### src/actr_regs_map.vh
// Register map, field positions and constants of the channel tuning register bank
// What this block does
// Bit 0 of the channel B high-frequency register selects high-input-frequency mode (1) over default performance (0), advised above 200MHz.
// Address 58h bit 0 selects high-input-frequency mode for channel A in the same way.
// Software writes zero to every unused bit of these registers.
// With offset correction on, channel A converges to mid-scale plus the pedestal held in bits 7 to 5 at BFh.
// The 3-bit pedestal is signed: 000 to 100 give 0 to +4 LSB, 111, 110, 101 give -1, -2, -3 LSB.
// Channel B has its own pedestal in bits 7 to 5 at C1h with the same coding.
// Bit 7 at CFh freezes offset estimation and reuses the last estimate every cycle; both states need offset correction enabled.
// Bits 5 to 2 at CFh hold the offset loop time constant in clock cycles.
// Bit 0 at DBh enables channel B low-speed mode.
// Software sets the global low-speed register-control bit before using the channel B low-speed bit.
// Every register of the bank resets to 00h.
// With the global low-speed control bit at 0 low-speed mode follows the serial clock pin level, at 1 the register bits rule.
// Bit 7 at EAh lets register settings override the noise-shaping control pins.
`ifndef ACTR_REGS_MAP_VH
`define ACTR_REGS_MAP_VH

// ----------------------------------------
// Addresses
// ----------------------------------------
`define ACTR_ADDR_READOUT      8'h00
`define ACTR_ADDR_CHB_HIFREQ   8'h4a
`define ACTR_ADDR_CHA_HIFREQ   8'h58
`define ACTR_ADDR_CHA_PED      8'hbf
`define ACTR_ADDR_CHB_PED      8'hc1
`define ACTR_ADDR_OFS_LOOP     8'hcf
`define ACTR_ADDR_CHB_SLOW     8'hdb
`define ACTR_ADDR_PIN_OVR      8'hea

// ----------------------------------------
// Fields
// ----------------------------------------
`define ACTR_REG_RESET         8'h00
`define ACTR_BIT_READOUT       0
`define ACTR_BIT_HIFREQ        0
`define ACTR_PED_MSB           7
`define ACTR_PED_LSB           5
`define ACTR_BIT_HOLD          7
`define ACTR_TAU_MSB           5
`define ACTR_TAU_LSB           2
`define ACTR_BIT_SLOW          0
`define ACTR_BIT_OVR           7

// ----------------------------------------
// Serial frame and converter constants
// ----------------------------------------
`define ACTR_FRAME_BITS        5'h10
`define ACTR_ADDR_BITS         5'h08
`define ACTR_MIDCODE           11'h400
`define ACTR_PED_PLUS4         3'h4

`endif

### src/actr_sync.v
// Two-flop synchroniser for pin-level inputs
`timescale 1ns/1ps
module actr_sync #(
    parameter W = 1
) (
    input  wire         ref_clk,
    input  wire         resetn,
    input  wire [W-1:0] async_in,
    output wire [W-1:0] sync_out
);
    // First stage is read only by the second stage
    reg [W-1:0] meta_r;
    reg [W-1:0] sync_r;

    always @(posedge ref_clk)
    begin
        if (!resetn)
        begin
            meta_r <= {W{1'b0}};
            sync_r <= {W{1'b0}};
        end
        else
        begin
            meta_r <= async_in;
            sync_r <= meta_r;
        end
    end

    assign sync_out = sync_r;
endmodule // actr_sync

### src/actr_pedestal_decode.v
// Pedestal code decoder giving the converged target code of one channel
`timescale 1ns/1ps
`include "actr_regs_map.vh"
module actr_pedestal_decode (
    input  wire        ref_clk,
    input  wire        resetn,
    input  wire [2:0]  ped_code,
    output wire [10:0] offset_target
);
    reg  [10:0] target_r;
    wire [3:0]  ped_signed;
    wire [10:0] ped_ext;

    // 100 is +4, the other codes are plain two's complement
    assign ped_signed = {(ped_code == `ACTR_PED_PLUS4) ? 1'b0 : ped_code[2], ped_code};
    assign ped_ext    = {{7{ped_signed[3]}}, ped_signed};

    always @(posedge ref_clk)
    begin
        if (!resetn)
            target_r <= `ACTR_MIDCODE;
        else
            target_r <= `ACTR_MIDCODE + ped_ext;
    end

    assign offset_target = target_r;
endmodule // actr_pedestal_decode

### src/actr_top.v
// Channel tuning register bank behind the serial configuration port
`timescale 1ns/1ps
`include "actr_regs_map.vh"
module actr_top (
    input  wire        ref_clk,
    input  wire        resetn,
    input  wire        sen_n,
    input  wire        sclk,
    input  wire        sdata,
    output wire        sdout,
    input  wire        offset_loop_enable,
    input  wire        low_speed_reg_ctrl,
    input  wire        ns_pin_cha,
    input  wire        ns_pin_chb,
    input  wire        ns_reg_cha,
    input  wire        ns_reg_chb,
    output wire        cha_high_input_freq_sel,
    output wire        chb_high_input_freq_sel,
    output wire [2:0]  cha_pedestal_code,
    output wire [2:0]  chb_pedestal_code,
    output wire [10:0] cha_offset_target,
    output wire [10:0] chb_offset_target,
    output wire        offset_estimate_hold,
    output wire        offset_estimate_run,
    output wire [3:0]  offset_loop_tau,
    output wire        chb_slow_rate_enable,
    output wire        noise_shaping_pin_override,
    output wire        ns_enable_cha,
    output wire        ns_enable_chb
);

    // ----------------------------------------
    // Pin synchronisers
    // ----------------------------------------
    wire [4:0] pins_s;
    wire       sen_n_s;
    wire       sclk_s;
    wire       sdata_s;
    wire       ns_pin_cha_s;
    wire       ns_pin_chb_s;

    actr_sync #(
        .W (5)
    ) u_sync (
        .ref_clk  (ref_clk),
        .resetn   (resetn),
        .async_in ({ns_pin_chb, ns_pin_cha, sdata, sclk, ~sen_n}),
        .sync_out (pins_s)
    );

    // Enable is inverted before the flops so reset reads as idle
    assign sen_n_s      = ~pins_s[0];
    assign sclk_s       = pins_s[1];
    assign sdata_s      = pins_s[2];
    assign ns_pin_cha_s = pins_s[3];
    assign ns_pin_chb_s = pins_s[4];
    // All pins see the same two flops, so data and clock stay aligned

    // ----------------------------------------
    // Register storage
    // ----------------------------------------
    reg        readout_r;
    reg        cha_hifreq_r;
    reg        chb_hifreq_r;
    reg  [2:0] cha_ped_r;
    reg  [2:0] chb_ped_r;
    reg        hold_r;
    reg  [3:0] tau_r;
    reg        chb_slow_r;
    reg        pin_ovr_r;

    // ----------------------------------------
    // Serial frame capture
    // ----------------------------------------
    reg        sclk_d_r;
    reg  [4:0] bit_cnt_r;
    reg  [4:0] bit_cnt_nxt;
    reg [15:0] shift_r;
    reg [15:0] shift_nxt;
    reg        wr_r;
    reg        wr_nxt;
    reg  [7:0] rd_sh_r;
    reg  [7:0] rd_sh_nxt;
    reg        sdout_r;
    reg  [7:0] rd_data;
    wire       sclk_rise;
    wire       sclk_fall;
    wire [7:0] frame_addr;
    wire [7:0] frame_data;
    wire [7:0] live_addr;

    function hit;
        input [7:0] addr;
        input [7:0] target;
        begin
            hit = (addr == target);
        end
    endfunction

    assign sclk_rise  = sclk_s & ~sclk_d_r;
    assign sclk_fall  = ~sclk_s & sclk_d_r;
    assign frame_addr = shift_r[15:8];
    assign frame_data = shift_r[7:0];
    // Address as it stands the instant the eighth bit arrives
    assign live_addr  = {shift_r[6:0], sdata_s};

    always @*
    begin
        bit_cnt_nxt = bit_cnt_r;
        shift_nxt   = shift_r;
        wr_nxt      = 1'b0;
        rd_sh_nxt   = rd_sh_r;
        if (sen_n_s)
        begin
            // A frame cut short never writes
            bit_cnt_nxt = 5'h00;
        end
        else if (sclk_rise && bit_cnt_r != `ACTR_FRAME_BITS)
        begin
            shift_nxt   = {shift_r[14:0], sdata_s};
            bit_cnt_nxt = bit_cnt_r + 5'h01;
            if (bit_cnt_r == `ACTR_FRAME_BITS - 5'h01)
                wr_nxt = 1'b1;
            if (bit_cnt_r == `ACTR_ADDR_BITS - 5'h01)
                rd_sh_nxt = read_mux(live_addr);
        end
        else if (sclk_fall && bit_cnt_r > `ACTR_ADDR_BITS)
        begin
            rd_sh_nxt = {rd_sh_r[6:0], 1'b0};
        end
    end

    // Reserved bits read as zero
    function [7:0] read_mux;
        input [7:0] addr;
        begin
            read_mux = `ACTR_REG_RESET;
            if (hit(addr, `ACTR_ADDR_READOUT))
                read_mux[`ACTR_BIT_READOUT] = readout_r;
            if (hit(addr, `ACTR_ADDR_CHB_HIFREQ))
                read_mux[`ACTR_BIT_HIFREQ] = chb_hifreq_r;
            if (hit(addr, `ACTR_ADDR_CHA_HIFREQ))
                read_mux[`ACTR_BIT_HIFREQ] = cha_hifreq_r;
            if (hit(addr, `ACTR_ADDR_CHA_PED))
                read_mux[`ACTR_PED_MSB:`ACTR_PED_LSB] = cha_ped_r;
            if (hit(addr, `ACTR_ADDR_CHB_PED))
                read_mux[`ACTR_PED_MSB:`ACTR_PED_LSB] = chb_ped_r;
            if (hit(addr, `ACTR_ADDR_OFS_LOOP))
            begin
                read_mux[`ACTR_BIT_HOLD] = hold_r;
                read_mux[`ACTR_TAU_MSB:`ACTR_TAU_LSB] = tau_r;
            end
            if (hit(addr, `ACTR_ADDR_CHB_SLOW))
                read_mux[`ACTR_BIT_SLOW] = chb_slow_r;
            if (hit(addr, `ACTR_ADDR_PIN_OVR))
                read_mux[`ACTR_BIT_OVR] = pin_ovr_r;
        end
    endfunction

    always @*
    begin
        rd_data = read_mux(frame_addr);
    end

    always @(posedge ref_clk)
    begin
        if (!resetn)
        begin
            sclk_d_r  <= 1'b0;
            bit_cnt_r <= 5'h00;
            shift_r   <= 16'h0000;
            wr_r      <= 1'b0;
            rd_sh_r   <= 8'h00;
            sdout_r   <= 1'b0;
        end
        else
        begin
            sclk_d_r  <= sclk_s;
            bit_cnt_r <= bit_cnt_nxt;
            shift_r   <= shift_nxt;
            wr_r      <= wr_nxt;
            rd_sh_r   <= rd_sh_nxt;
            // Readback only drives while a frame is open and readout is on
            sdout_r   <= readout_r & ~sen_n_s & (bit_cnt_r >= `ACTR_ADDR_BITS) & rd_sh_nxt[7];
        end
    end

    assign sdout = sdout_r;

    // ----------------------------------------
    // Register writes
    // ----------------------------------------
    // A write lands two cycles after the sixteenth rising edge is seen
    wire wr_ok;
    // In readout mode only the readout register itself accepts writes
    assign wr_ok = wr_r & (~readout_r | hit(frame_addr, `ACTR_ADDR_READOUT));

    always @(posedge ref_clk)
    begin
        if (!resetn)
        begin
            // Every register comes up at 00h
            readout_r    <= 1'b0;
            cha_hifreq_r <= 1'b0;
            chb_hifreq_r <= 1'b0;
            cha_ped_r    <= 3'h0;
            chb_ped_r    <= 3'h0;
            hold_r       <= 1'b0;
            tau_r        <= 4'h0;
            chb_slow_r   <= 1'b0;
            pin_ovr_r    <= 1'b0;
        end
        else if (wr_ok)
        begin
            // Only field bits are stored; the rest are dropped
            if (hit(frame_addr, `ACTR_ADDR_READOUT))
                readout_r <= frame_data[`ACTR_BIT_READOUT];
            if (hit(frame_addr, `ACTR_ADDR_CHB_HIFREQ))
                chb_hifreq_r <= frame_data[`ACTR_BIT_HIFREQ];
            if (hit(frame_addr, `ACTR_ADDR_CHA_HIFREQ))
                cha_hifreq_r <= frame_data[`ACTR_BIT_HIFREQ];
            if (hit(frame_addr, `ACTR_ADDR_CHA_PED))
                cha_ped_r <= frame_data[`ACTR_PED_MSB:`ACTR_PED_LSB];
            if (hit(frame_addr, `ACTR_ADDR_CHB_PED))
                chb_ped_r <= frame_data[`ACTR_PED_MSB:`ACTR_PED_LSB];
            if (hit(frame_addr, `ACTR_ADDR_OFS_LOOP))
            begin
                hold_r <= frame_data[`ACTR_BIT_HOLD];
                tau_r  <= frame_data[`ACTR_TAU_MSB:`ACTR_TAU_LSB];
            end
            if (hit(frame_addr, `ACTR_ADDR_CHB_SLOW))
                chb_slow_r <= frame_data[`ACTR_BIT_SLOW];
            if (hit(frame_addr, `ACTR_ADDR_PIN_OVR))
                pin_ovr_r <= frame_data[`ACTR_BIT_OVR];
        end
    end

    // ----------------------------------------
    // Pedestal targets
    // ----------------------------------------
    actr_pedestal_decode u_ped_cha (
        .ref_clk       (ref_clk),
        .resetn        (resetn),
        .ped_code      (cha_ped_r),
        .offset_target (cha_offset_target)
    );

    actr_pedestal_decode u_ped_chb (
        .ref_clk       (ref_clk),
        .resetn        (resetn),
        .ped_code      (chb_ped_r),
        .offset_target (chb_offset_target)
    );

    // ----------------------------------------
    // Mode outputs
    // ----------------------------------------
    // The loop, low-speed and noise-shaping enable outputs are registered so each changes on a clock edge,
    // one cycle after the register, input or synchronised pin that steers it
    reg hold_out_r;
    reg run_out_r;
    reg slow_out_r;
    reg ns_cha_r;
    reg ns_chb_r;

    always @(posedge ref_clk)
    begin
        if (!resetn)
        begin
            hold_out_r <= 1'b0;
            run_out_r  <= 1'b0;
            slow_out_r <= 1'b0;
            ns_cha_r   <= 1'b0;
            ns_chb_r   <= 1'b0;
        end
        else
        begin
            // Hold and run both mean nothing with the loop off
            hold_out_r <= offset_loop_enable & hold_r;
            run_out_r  <= offset_loop_enable & ~hold_r;
            // Pin level rules until software takes control
            slow_out_r <= low_speed_reg_ctrl ? chb_slow_r : sclk_s;
            // Register settings beat the pins only when overriding
            ns_cha_r   <= pin_ovr_r ? ns_reg_cha : ns_pin_cha_s;
            ns_chb_r   <= pin_ovr_r ? ns_reg_chb : ns_pin_chb_s;
        end
    end

    assign cha_high_input_freq_sel    = cha_hifreq_r;
    assign chb_high_input_freq_sel    = chb_hifreq_r;
    assign cha_pedestal_code          = cha_ped_r;
    assign chb_pedestal_code          = chb_ped_r;
    assign offset_estimate_hold       = hold_out_r;
    assign offset_estimate_run        = run_out_r;
    assign offset_loop_tau            = tau_r;
    assign chb_slow_rate_enable       = slow_out_r;
    assign noise_shaping_pin_override = pin_ovr_r;
    assign ns_enable_cha              = ns_cha_r;
    assign ns_enable_chb              = ns_chb_r;

endmodule // actr_top

### config.mk
export PLATFORM = sky130hd
export DESIGN_NAME = actr_top
export DESIGN_NICKNAME = d
export VERILOG_FILES = /design/src/actr_sync.v /design/src/actr_pedestal_decode.v /design/src/actr_top.v
export VERILOG_INCLUDE_DIRS = /design/src
export SDC_FILE = /design/constraint.sdc
export NUM_CORES = 1
export LEC_CHECK = 0
export ABC_AREA = 1
export BUFFER_PORTS_ARGS = -buffer_cell sky130_fd_sc_hd__buf_2
export CAP_MARGIN = 20
export CORE_ASPECT_RATIO = 1.2
export CORE_MARGIN = 2
export CORE_UTILIZATION = 50
export CTS_CLUSTER_DIAMETER = 30
export DETAILED_ROUTE_END_ITERATION = 16
export PLACE_DENSITY = 0.75
export SYNTH_ARGS = -nofsm -noshare
export SYNTH_HDL_FRONTEND = slang
export SYNTH_SLANG_ARGS = --single-unit
### constraint.sdc
create_clock -name ref_clk -period 2.3 [get_ports ref_clk]
set_input_delay 0.345 -clock ref_clk [delete_from_list [all_inputs] [get_ports ref_clk]]
set_output_delay 0.345 -clock ref_clk [all_outputs]
set_load 0.01 [all_outputs]
# Word level (Yosys, flattened, before mapping)
# Index checks and enable logic that the tools add are counted.
[op_classes]
add_sub_neg = 3
order_cmp = 2
n_eq_ne = 20
mux = 19
bitwise = 14
reduce_logical = 17
[op_table]
columns = ["operator", "count"]
rows = [
  ["$eq 8x8->1 const B", 10],
  ["$eq 8x7->1 const B", 4],
  ["$mux 8", 4],
  ["$add 11x11->11 const A", 2],
  ["$reduce_and 2->1", 10],
  ["$logic_not 8->1", 2],
  ["$mux 1", 12],
  ["$and 1x1->1", 8],
  ["$eq 3x3->1 const B", 2],
  ["$mux 3", 2],
  ["$reduce_and 3->1", 2],
  ["$add 5x1->5 const B", 1],
  ["$eq 5x3->1 const B", 1],
  ["$eq 5x4->1 const B", 1],
  ["$ge 5x4->1 const B", 1],
  ["$gt 5x4->1 const B", 1],
  ["$ne 5x5->1 const B", 1],
  ["$not 1->1", 5],
  ["$mux 4", 1],
  ["$logic_and 1x1->1", 2],
  ["$ne 2x1->1 const B", 1],
  ["$reduce_bool 2->1", 1],
  ["$or 1x1->1", 1],
]
[word_totals]
reg_bits = 85

# Longest topological paths before layout
# Gate-level depths: netlist (run 1).
[depth]
depth_word = 9
mapped_depth = 12

# Hierarchy
# From an unflattened synthesis (run 1), not the netlist that was laid out.
[unflattened]
hier_cells = 425
hier_area_um2 = 3185.6
[by_module_without_submodules]
columns = ["module", "n_inst", "cells_per_inst", "area_per_inst_um2", "seq_area_each_um2"]
rows = [
  ["actr_top", 1, 348, 2518.7, 1061.0],
  ["actr_pedestal_decode", 2, 23, 190.2, 100.1],
  ["actr_sync", 1, 31, 286.5, 200.2],
]

# Worst setup path after synthesis (run 1)
# OpenSTA, ideal clock, no wires.
[synth_path]
kind = "flip-flop to flip-flop"
startpoint = "register bit_cnt_r[0]"
endpoint = "register shift_r[14]"
setup_ps = 119
t_arrival_ps = 1304
required_time_ps = 2181
slack_ps = 876
path_stages_with_launch = 12
period_less_slack_ps = 1424
path_cell_list = "dfxtp_1 inv_1 ha_1 inv_1 nor2_1 nand3_1 nand2_2 inv_4 nand2_8 buf_8 o21ai_0 a21oi_1"
[synth_via]
elab_chain_len = 3
[synth_rtl]
columns = ["element", "line_no", "rtl"]
rows = [
  ["from (decl)", "actr_top.v:76", "reg [4:0] bit_cnt_r;"],
  ["from (signal assigned)", "actr_top.v:179", "bit_cnt_r <= bit_cnt_nxt;"],
  ["$ne 5x5->1 (no line)", "n/a", ""],
  ["$logic_and 1x1->1 (no line)", "n/a", ""],
  ["$reduce_and 2->1 (no line)", "n/a", ""],
  ["to (signal assigned)", "actr_top.v:180", "shift_r <= shift_nxt;"],
  ["to (decl)", "actr_top.v:78", "reg [15:0] shift_r;"],
]
# Every way passes these cells.
# A chain may end at the register's enable or synchronous reset.

# Worst setup path in the final report (run 1)
[layout_path]
startpoint = "register bit_cnt_r[1]"
endpoint = "register rd_sh_r[5]"
[layout_via]
elab_chain_len = 4
[layout_rtl]
columns = ["element", "line_no", "rtl"]
rows = [
  ["$gt 5x4->1 (no line) / $ne 5x5->1 (equally long branches)", "n/a", ""],
  ["$logic_and 1x1->1 (no line)", "n/a", ""],
  ["$reduce_bool 2->1 (no line) / $ne 2x1->1 (equally long branches)", "n/a", ""],
  ["$reduce_and 3->1 (no line)", "n/a", ""],
  ["to (signal assigned)", "actr_top.v:182", "rd_sh_r <= rd_sh_nxt;"],
  ["to (decl)", "actr_top.v:82", "reg [7:0] rd_sh_r;"],
]
# Parallel ways exist; a longest one is shown, timed or not.

==> results of run 1 <==
==> final cells by class <==
type / instances / area share
repair buffers: 52 / 0.0735
flip-flops and latches: 73 / 0.409
inverters: 63 / 0.0669
well taps: 82 / 0.0287
clock inverters: 5 / 0.0175
clock buffers: 11 / 0.0424
multi-input cells: 252 / 0.362
==> critical path, delay by kind of cell (launching register included) <==
family	cells	cell delay, ps
AO/OA/AOI/OAI	1	330
adder cells (fa/ha/maj)	1	190
buffers and inverters	2	190
flip-flops	1	360
AND/OR/NAND/NOR	4	430
==> power by group <==
group	switching (W)	internal [W]
registers	0.0000114	0.00128
logic	0.0000489	0.0000241
clock network	0.000494	0.000565
total	0.000554	0.00187
==> routing by layer <==
metal,wire length (um),vias to the layer above,track usage
li1,-,1404,-
met1,2820,1212,0.234
met2,3420,100,0.342
met3,436,14,0.0527
met4,129,0,0.0879
met5,0,-,0
==> sequential cells by signal, summed over array words and instances (netlist names) <==
register / cells
rd_sh_r: 8
cha_pedestal_code: 3
ns_enable_chb: 1
wr_r: 1
cha_high_input_freq_sel: 1
sclk_d_r: 1
noise_shaping_pin_override: 1
shift_r: 16
offset_loop_tau: 4
u_ped_chb.offset_target: 5
u_ped_cha.offset_target: 5
chb_pedestal_code: 3
chb_slow_rate_enable: 1
u_sync.meta_r: 5
offset_estimate_run: 1
bit_cnt_r: 5
chb_slow_r: 1
chb_high_input_freq_sel: 1
hold_r: 1
ns_enable_cha: 1
u_sync.sync_out: 5
sdout: 1
offset_estimate_hold: 1
readout_r: 1
==> through the flow <==
stage	std cells	total power (W)
global placement	522	0.00139
global route	538	0.00250
CTS	538	0.00244
floorplan	415	0.00137
finish	538	0.00242
detailed placement	522	0.00139
==> cell usage after synthesis (2+ instances only) <==
cell type | instances | area share
dfxtp_1 | 73 | 0.46
nand2_1 | 62 | 0.073
inv_1 | 60 | 0.071
a21oi_1 | 44 | 0.069
nor2_1 | 38 | 0.045
o21ai_0 | 33 | 0.052
nand3_1 | 28 | 0.044
buf_4 | 18 | 0.043
nand2_2 | 7 | 0.014
nor3_1 | 7 | 0.011
clkbuf_1 | 6 | 0.0071
a211oi_1 | 5 | 0.012
a22oi_1 | 3 | 0.0071
ha_1 | 3 | 0.012
o21ai_1 | 3 | 0.0047
buf_2 | 2 | 0.0031
nand3_2 | 2 | 0.0063
nand4_1 | 2 | 0.0039
nor2_2 | 2 | 0.0039
nor2_4 | 2 | 0.0071
==> cells in the final DEF (no fill, tap or decap), types with 5 or more instances in the layout <==
cell / n
nand3_1: 28
nor3_1: 7
inv_1: 60
a211oi_1: 5
nor2_1: 38
o21ai_0: 33
a21oi_1: 44
dfxtp_1: 73
nand2_2: 7
nand2_1: 62
buf_2: 51
clkbuf_8: 11
==> logic make-up after synthesis <==
kind of cell,share of synthesized area
simple gates,0.235
compound gates,0.160
buf+inv,0.133
fa+ha+maj,0.0118
flops,0.460
==> worst max-delay path by stage <==
stage,end
after floorplan,shift_r[14]
after global placement,rd_sh_r[0]
after detailed placement,rd_sh_r[5]
after CTS,shift_r[14]
after global routing,rd_sh_r[4]
final,rd_sh_r[5]
==> metrics.txt, run 1 <==
EDFF count, synth 0; Syn Nets 429; fmax 0.624 GHz; number of DRC markers in iteration 0 213; status complete, no violations; Total GRT Usage 0.200; hold path depth 2; Post-Syn Area approximately 0.0032 mm^2; PortBufs 51; startpoint types flop; Slew Viols, Final 0; clock buffer count from CTS 9; WP data required about 2600 ps; synth warn 0; Slowest cell on crit path dfxtp_1; Max-Cap Viols 0; Area growth syn-to-layout 12.5%; clock slew seen by the registers of the worst setup and hold paths 80 ps; Final ANT Viol Nets 0; clk root buf clkbuf_8; fin nets roughly 470; Max VDD drop approximately 0.00047 V; crit path kind reg -> reg; cts repair resizes 0; register cell area after layout ~0.0015 mm^2; Util after Layout 0.587; Finished Cell Area 0.00357 mm^2; Critical Path Start bit_cnt_r[1]; r2r worst-path depth 8; global placement routability congestion approximately 0.95; CTS hold repair buffers 0; min cycle time layout approximately 1600 ps; RSZ-0062 raised after global routing false; post-synthesis cell type count 35; RR Endpoint rd_sh_r[5]; CP endpoint kind flop; Die Y 91.3 um; asr flop ratio synth 0; routed vias 2730; Clock Sinks 73; I/O pin count 52; Core Area 0.00609 mm^2; sink of the worst hold path u_sync.meta_r[0]; Setup WS post-layout 697 ps; Via density 5.07; Worst Path Arrival about 1900 ps; row count 31; # fillers 574; worst hold path type in -> reg; H-Tree Depth 3; grt ovf 0; final period utilization 0.697; first-pass GRT wire length roughly 11000 um; vias in the first global route about 2500; Worst slew margin 0.610; drt first pass iters 4; drc violations 0; Post-CTS Setup Bufs 0; reg2reg start bit_cnt_r[1]; Lkg Pwr 1.63 nW; antenna violations before repair 0; share of cells above drive strength 1 0.197; hold wc startpoint sen_n; Crit Path Max Fanout 10; Reg2Reg Setup Slack 700 ps; #FFs+latches synth 73; largest net degree at the start of global routing 29; placed cell area 0.00336 mm^2; Worst Hold Slack 134 ps; Post-Syn Instances 415; Final Setup Violations 0; clk buf depth 2; die footprint 0.00701 mm^2; final hold vios 0; Initial Util 0.522; Crit path largest cell delay ~360 ps; Fin Setup TNS 0 ps; routed len/inst 12.7 um; clock skew about 8.2 ps; sequential area share after synthesis 0.460; HPWL Detailed 4900 um; Top FF cell, synth dfxtp_1; clk_lat worst skew 350 ps; crit path cell chain ha_1, nand2_2, clkinv_1, nand4_4, a21oi_4, inv_2, nor3_2, nor2_1; Chip Width 76.8 um; Post-Route WL between 6000 and 7000 um; Post-Place Setup Slack around 730 ps; Ant. Diodes 0; CTS tree built; Post-Syn Area per Cell 7.66 um^2; worst slew pin tran 584 ps; Pwr Density 677 mW/mm^2; Multi-input gate area between 0.001 and 0.0015 mm^2
Power figures use the tool's default switching activity.
==> inputs of run 2 (changes only) <==
--- a/config.mk
+++ b/config.mk
@@ -6,7 +6,7 @@
 export SDC_FILE = /design/constraint.sdc
 export NUM_CORES = 1
 export LEC_CHECK = 0
-export ABC_AREA = 1
+export ABC_AREA = 0
 export BUFFER_PORTS_ARGS = -buffer_cell sky130_fd_sc_hd__buf_2
 export CAP_MARGIN = 20
 export CORE_ASPECT_RATIO = 1.2
==> constraint.sdc (replaced) <==
create_clock -name ref_clk -period 1.6 [get_ports ref_clk]
set_input_delay 0.24 -clock ref_clk [delete_from_list [all_inputs] [get_ports ref_clk]]
set_output_delay 0.24 -clock ref_clk [all_outputs]
set_load 0.01 [all_outputs]
==> run 2 against run 1 <==
Compared with the run above: cell count decreased by 13%; routed wire length down 2.6%; register-to-register slack lost 700 ps; utilization increased by 4.0 points; total power grew 45%; synthesized cell count shrank 20%; die area down 3.2%; flip-flop and latch count unchanged; via count is 7.6% lower; first-iteration DRC count is 22% lower; non-clock buffer count rose by 25; critical path type unchanged; largest cell class unchanged.
==> metrics.txt, run 2 <==
clk_lat worst skew 350 ps; final hold vios 0; Top Registers shift_r x16, rd_sh_r x8; fin nets roughly 400; Flop pwr share 0.523; met1 wire length 2810 um; Reg2Reg Setup Slack ~0.34 ps; top cell family by delay on the critical path simple AND/OR/NAND/NOR gates; routed len/inst 14.1 um; Max VDD drop 0.000709 V; min cycle time layout roughly 1600 ps; WP data required between 1500 and 2000 ps; Area growth syn-to-layout 22.0%; switch share 0.216; Reg with most FFs shift_r; worst slew pin tran between 300 and 400 ps; H-Tree Depth 3; Fin Setup TNS 0 ps; Lkg Pwr 1.60 nW; HPWL Detailed 4640 um; EDFF count, synth 0; clock buffer count from CTS 9; drt first pass iters 4; Via density roughly 5.4; hold path depth 2; worst path bufs/invs 0; hold wc startpoint sen_n; Pwr Density 938 mW/mm^2; CP endpoint kind flop; largest net degree at the start of global routing 29; Core Area 0.00597 mm^2; register cell area after layout 0.00147 mm^2; post-synth top area cell dfxtp_1; asr flop ratio synth 0; Total GRT Usage 0.207; fmax 0.625 GHz; Syn Nets around 340; worst hold path type in -> reg; vias in the first global route 2375; sequential area share after synthesis 0.476; Synth top cells by count 73 x dfxtp_1, 34 x nor2_1, 32 x nand2_1; Multi-input gate area 0.00143 mm^2; Crit Path Max Fanout 2; top-count cell post-synth dfxtp_1; clk buf depth 2; RR Endpoint readout_r; Internal 0.00276 W; Final ANT Viol Nets 0; placed cell area between 0.003 and 0.004 mm^2; final period utilization 1.00; commonest non-fill, non-tap cell in the layout dfxtp_1; grt ovf 0; Post-Syn Area 0.00307 mm^2; #FFs+latches synth 73; Worst slew margin 0.785; die footprint 0.00679 mm^2; startpoint types flop; met2 routed WL 3400 um; clock skew 8.31 ps; Top Metal Used met4; crit path kind reg -> reg; Clk network pwr share 0.449; Post-Syn Area per Cell 9.31 um^2; met3 routed WL around 320 um; # fillers ~520; Initial Util 0.514; Ant. Diodes 0; Crit path largest cell delay 540 ps; Post-Route WL 6630 um; drc violations 0; CTS tree built; Top FF cell, synth dfxtp_1; antenna violations before repair 0; row count 31; clock slew seen by the registers of the worst setup and hold paths about 70 ps; Tot Pwr 0.00351 W; Finished Cell Area 0.00375 mm^2; routed vias around 2500; synth warn 0; number of DRC markers in iteration 0 167; global placement routability congestion 0.816; status complete, no violations; I/O pin count 52; Final Setup Violations 0; commonest non-fill, non-tap cells in the layout 67 x dfxtp_1, 51 x buf_2, 32 x nor2_1, 32 x nand2_1; Sw Pwr 0.000758 W; Slew Viols, Final 0; first-pass GRT wire length around 11000 um; clk root buf clkbuf_8; Synth top area share 0.476; PortBufs 51; Logic pwr share 0.028; reg2reg start shift_r[10]; Slowest cell on crit path or4_4; largest cells by area after synthesis dfxtp_1 48%, mux2i_1 6.2%, buf_4 4.4%; r2r worst-path depth 5; Worst Path Arrival 1840 ps; Clock Sinks between 70 and 80; Die Y 89.9 um; Post-Syn Instances 330; crit path cell chain or4_4, nor2_4, and4b_2, mux2i_1, nor2_1; sink of the worst hold path u_sync.meta_r[0]; Max-Cap Viols 0; max FFs per register 16; post-synthesis cell type count 51; Chip Width 75.6 um; RSZ-0062 raised after global routing true; share of cells above drive strength 1 0.325
run 2: how the worst max path moves through the flow:
stage	cells past startpoint	slack, ps	endpoint	from
floorplan	6	-100	rd_sh_r[7]	bit_cnt_r[0]
global placement	7	30	rd_sh_r[2]	bit_cnt_r[0]
detailed placement	7	-10	rd_sh_r[3]	bit_cnt_r[0]
CTS	5	-10	cha_pedestal_code[2]	shift_r[10]
global route	8	-60	rd_sh_r[2]	bit_cnt_r[1]
finish	5	0.3	readout_r	shift_r[10]
run 2: metrics by stage:
stage | setup WS [ps] | hold WS (ps) | instances | utilization
CTS | -14.7 | 37.0 | 468 | 0.611
finish | 0.345 | 43.1 | 470 | 0.627
global route | -60.4 | 36.0 | 470 | 0.627
detailed placement | -14.9 | 411 | 452 | 0.574
global placement | 34.2 | 413 | 452 | 0.574
floorplan | -98.4 | 312 | 330 | -
run 2: power by group through the flow:
stage	Sequential (W)	Clock, W	Combinational (W)
6_report	0.00184	0.00158	0.0000975
4_1_cts	0.00184	0.00161	0.0000973
3_5_place_dp	0.00188	0	0.0000973
2_1_floorplan	0.00188	0	0.0000549
5_1_grt	0.00184	0.00169	0.000108
3_3_place_gp	0.00188	0	0.0000960
run 2: layer usage:
| layer | vias to the layer above | GRT usage |
|---|---|---|
| met1 | 1208 | 0.253 |
| met5 | - | 0 |
| met3 | 8 | 0.0516 |
| li1 | 1233 | - |
| met4 | 0 | 0.0863 |
| met2 | 74 | 0.338 |
run 2: cell type report:
type                    instances  area share
clock inverters                 6      0.0244
multi-input cells             211       0.382
well taps                      82      0.0274
repair buffers                 77       0.129
clock buffers                  10      0.0341
inverters                      11      0.0110
flip-flops and latches         73       0.392
run 2: timing repair:
item                                   CTS  global route
setup endpoints to repair                6            20
endpoints found under the hold margin    0             0
pin swaps                                1             4
hold buffers                             0             0
gates resized for setup                  1            20
setup buffers                            0             2
run 2: cells by family (layout without fill, tap and decap cells):
logic type,after synthesis,in the layout,share of synthesized area
buffers and inverters,46,104,0.0880
adders and majority gates,3,3,0.0122
AOI/OAI and AO/OA,47,47,0.109
DFF,73,73,0.476
muxes,19,19,0.0619
and+or+nand+nor,139,139,0.244
xor gates and xnor gates,3,3,0.00856
==> inputs of run 3 (changes only) <==
--- a/config.mk
+++ b/config.mk
@@ -12,6 +12,7 @@
 export CORE_ASPECT_RATIO = 1.2
 export CORE_MARGIN = 2
 export CORE_UTILIZATION = 50
+export CTS_BUF_LIST = sky130_fd_sc_hd__clkbuf_2
 export CTS_CLUSTER_DIAMETER = 30
 export DETAILED_ROUTE_END_ITERATION = 16
 export PLACE_DENSITY = 0.75
==> run 3 against run 2 <==
Compared with the run above: total power fell by 11%; sequential power barely moved; sequential share of layout area barely moved; the run now ends with setup timing left; first-iteration DRC count rose by 22%; critical endpoint unchanged; setup slack got worse by 33 ps; largest cell class unchanged; register-to-register slack got worse by 30 ps; non-clock buffer count rose by 8; clock power fell by 25%; count of clock-buffer cells in the layout did not move; fmax fell by 2.0%; utilization barely moved.
==> metrics.txt, run 3 (synthesis results as in run 2) <==
status finished, violations left; failing checks setup timing; clock buffer count from CTS 9; final hold vios 0; Slew Viols, Final 0; die footprint 0.00679 mm^2; Internal 0.00242 W; grt ovf 0; Initial Util 0.514; Worst Hold Slack 35.4 ps; Critical Path Sink readout_r; register cell area after layout around 0.0015 mm^2; CP endpoint kind flop; Die Y about 90 um; Area growth syn-to-layout 22.1%; crit path kind reg -> reg; largest net degree at the start of global routing 29; routed len/inst between 10 and 15 um; Final Setup Violations 1; # fillers between 500 and 600; Ant. Diodes 0; PortBufs 51; Worst slew margin 0.766; RSZ-0062 raised after global routing true; Post-Route WL roughly 6700 um; worst hold path type in -> reg; final period utilization 1.02; commonest non-fill, non-tap cell in the layout dfxtp_1; Via density 5.44; first-pass GRT wire length 11100 um; fin nets 405; Util after Layout 0.628; routed vias 2599; Setup WS post-layout -32.4 ps; Critical Path Start shift_r[10]; Max VDD drop between 0.0007 and 0.0008 V; Reg2Reg Setup Slack -30 ps; Crit Path Max Fanout 2; Final ANT Viol Nets 0; Multi-input gate area 0.00144 mm^2; Pwr Density between 800 and 900 mW/mm^2; Finished Cell Area around 0.0037 mm^2; reg2reg start shift_r[10]; Total GRT Usage 0.211; Flop pwr share 0.587; min cycle time layout 1630 ps; switch share 0.229; Clk network pwr share 0.377; vias in the first global route 2442; I/O pin count 52; startpoint types flop; Top Registers shift_r x16, rd_sh_r x8; Max-Cap Viols 0; Lkg Pwr approximately 1.6 nW; Core Area around 0.006 mm^2; clk_lat worst skew 510 ps; max FFs per register 16; H-Tree Depth 3; Logic pwr share 0.037; clk buf depth 2; clock skew 24.8 ps; drt first pass iters 4; clock slew seen by the registers of the worst setup and hold paths between 200 and 250 ps; Reg with most FFs shift_r; row count 31; antenna violations before repair 0; HPWL Detailed roughly 4600 um; r2r worst-path depth 5; clk root buf clkbuf_2; placed cell area 0.00343 mm^2; Worst Path Arrival slightly above 2000 ps; Clock Sinks 73; fmax 0.613 GHz; Chip Width approximately 76 um; CTS tree built; commonest non-fill, non-tap cells in the layout 65 x dfxtp_1, 51 x buf_2, 32 x nor2_1, 32 x nand2_1; worst slew pin tran 346 ps; number of DRC markers in iteration 0 ~200; share of cells above drive strength 1 0.323; Tot Pwr approximately 0.0031 W; drc violations 0; RR Endpoint readout_r; Sw Pwr slightly above 0.0007 W; global placement routability congestion approximately 0.8; WP data required 2020 ps
## run 3: per-stage QoR
stage,instances,setup slack [ps],setup TNS (ps)
floorplan,330,-98.4,-575
global placement,452,34.2,0
detailed placement,452,-14.9,-27.5
CTS,477,-34.6,-71.2
global route,478,-83.2,-347
finish,478,-32.4,-32.4
## run 3: critical path: stages, from the launching register on
cell,delay (ps)
dfxtp_2,370
or4_4,540
nor2_4,100
and4b_2,290
mux2i_1,200
nor2_1,50
## run 3: layout make-up
| class | instances | share of cell area |
|---|---|---|
| clock buffer | 10 | 0.0133 |
| clock inverter | 6 | 0.0244 |
| inverter | 11 | 0.0110 |
| multi-input combinational | 211 | 0.383 |
| sequential | 73 | 0.392 |
| tap | 82 | 0.0274 |
| timing repair buffer | 85 | 0.148 |
## run 3: layer usage
| layer | GRT usage | wire (um) |
|---|---|---|
| met5 | 0 | 0 |
| met4 | 0.101 | 208 |
| met3 | 0.0516 | 461 |
| met2 | 0.338 | 3340 |
| met1 | 0.259 | 2650 |
## run 3: power by group through the flow
| stage | logic [W] | clock network [W] | registers [W] |
|---|---|---|---|
| 2_1_floorplan | 0.0000549 | 0 | 0.00188 |
| 3_3_place_gp | 0.0000960 | 0 | 0.00188 |
| 3_5_place_dp | 0.0000973 | 0 | 0.00188 |
| 4_1_cts | 0.000114 | 0.00121 | 0.00184 |
| 5_1_grt | 0.000127 | 0.00130 | 0.00185 |
| 6_report | 0.000115 | 0.00118 | 0.00184 |
## run 3: worst min path at each step
stage,from,endpoint,slack [ps],cells after the start
2_1_floorplan,sen_n,u_sync.meta_r[0],310,1
3_3_place_gp,u_sync.meta_r[4],u_sync.sync_out[4],410,1
3_5_place_dp,sen_n,u_sync.meta_r[0],410,2
4_1_cts,resetn,u_sync.sync_out[1],7,2
5_1_grt,resetn,u_sync.sync_out[0],7,2
6_report,resetn,u_sync.sync_out[0],40,2
## run 3: timing repair
item                                    CTS  global route
endpoints found under the hold margin    10             0
pin swaps                                 2            10
hold buffers                              9             0
buffers inserted                          0             1
gates resized for setup                   2            21
endpoints found under the setup margin   10            19
cloned                                    0             0
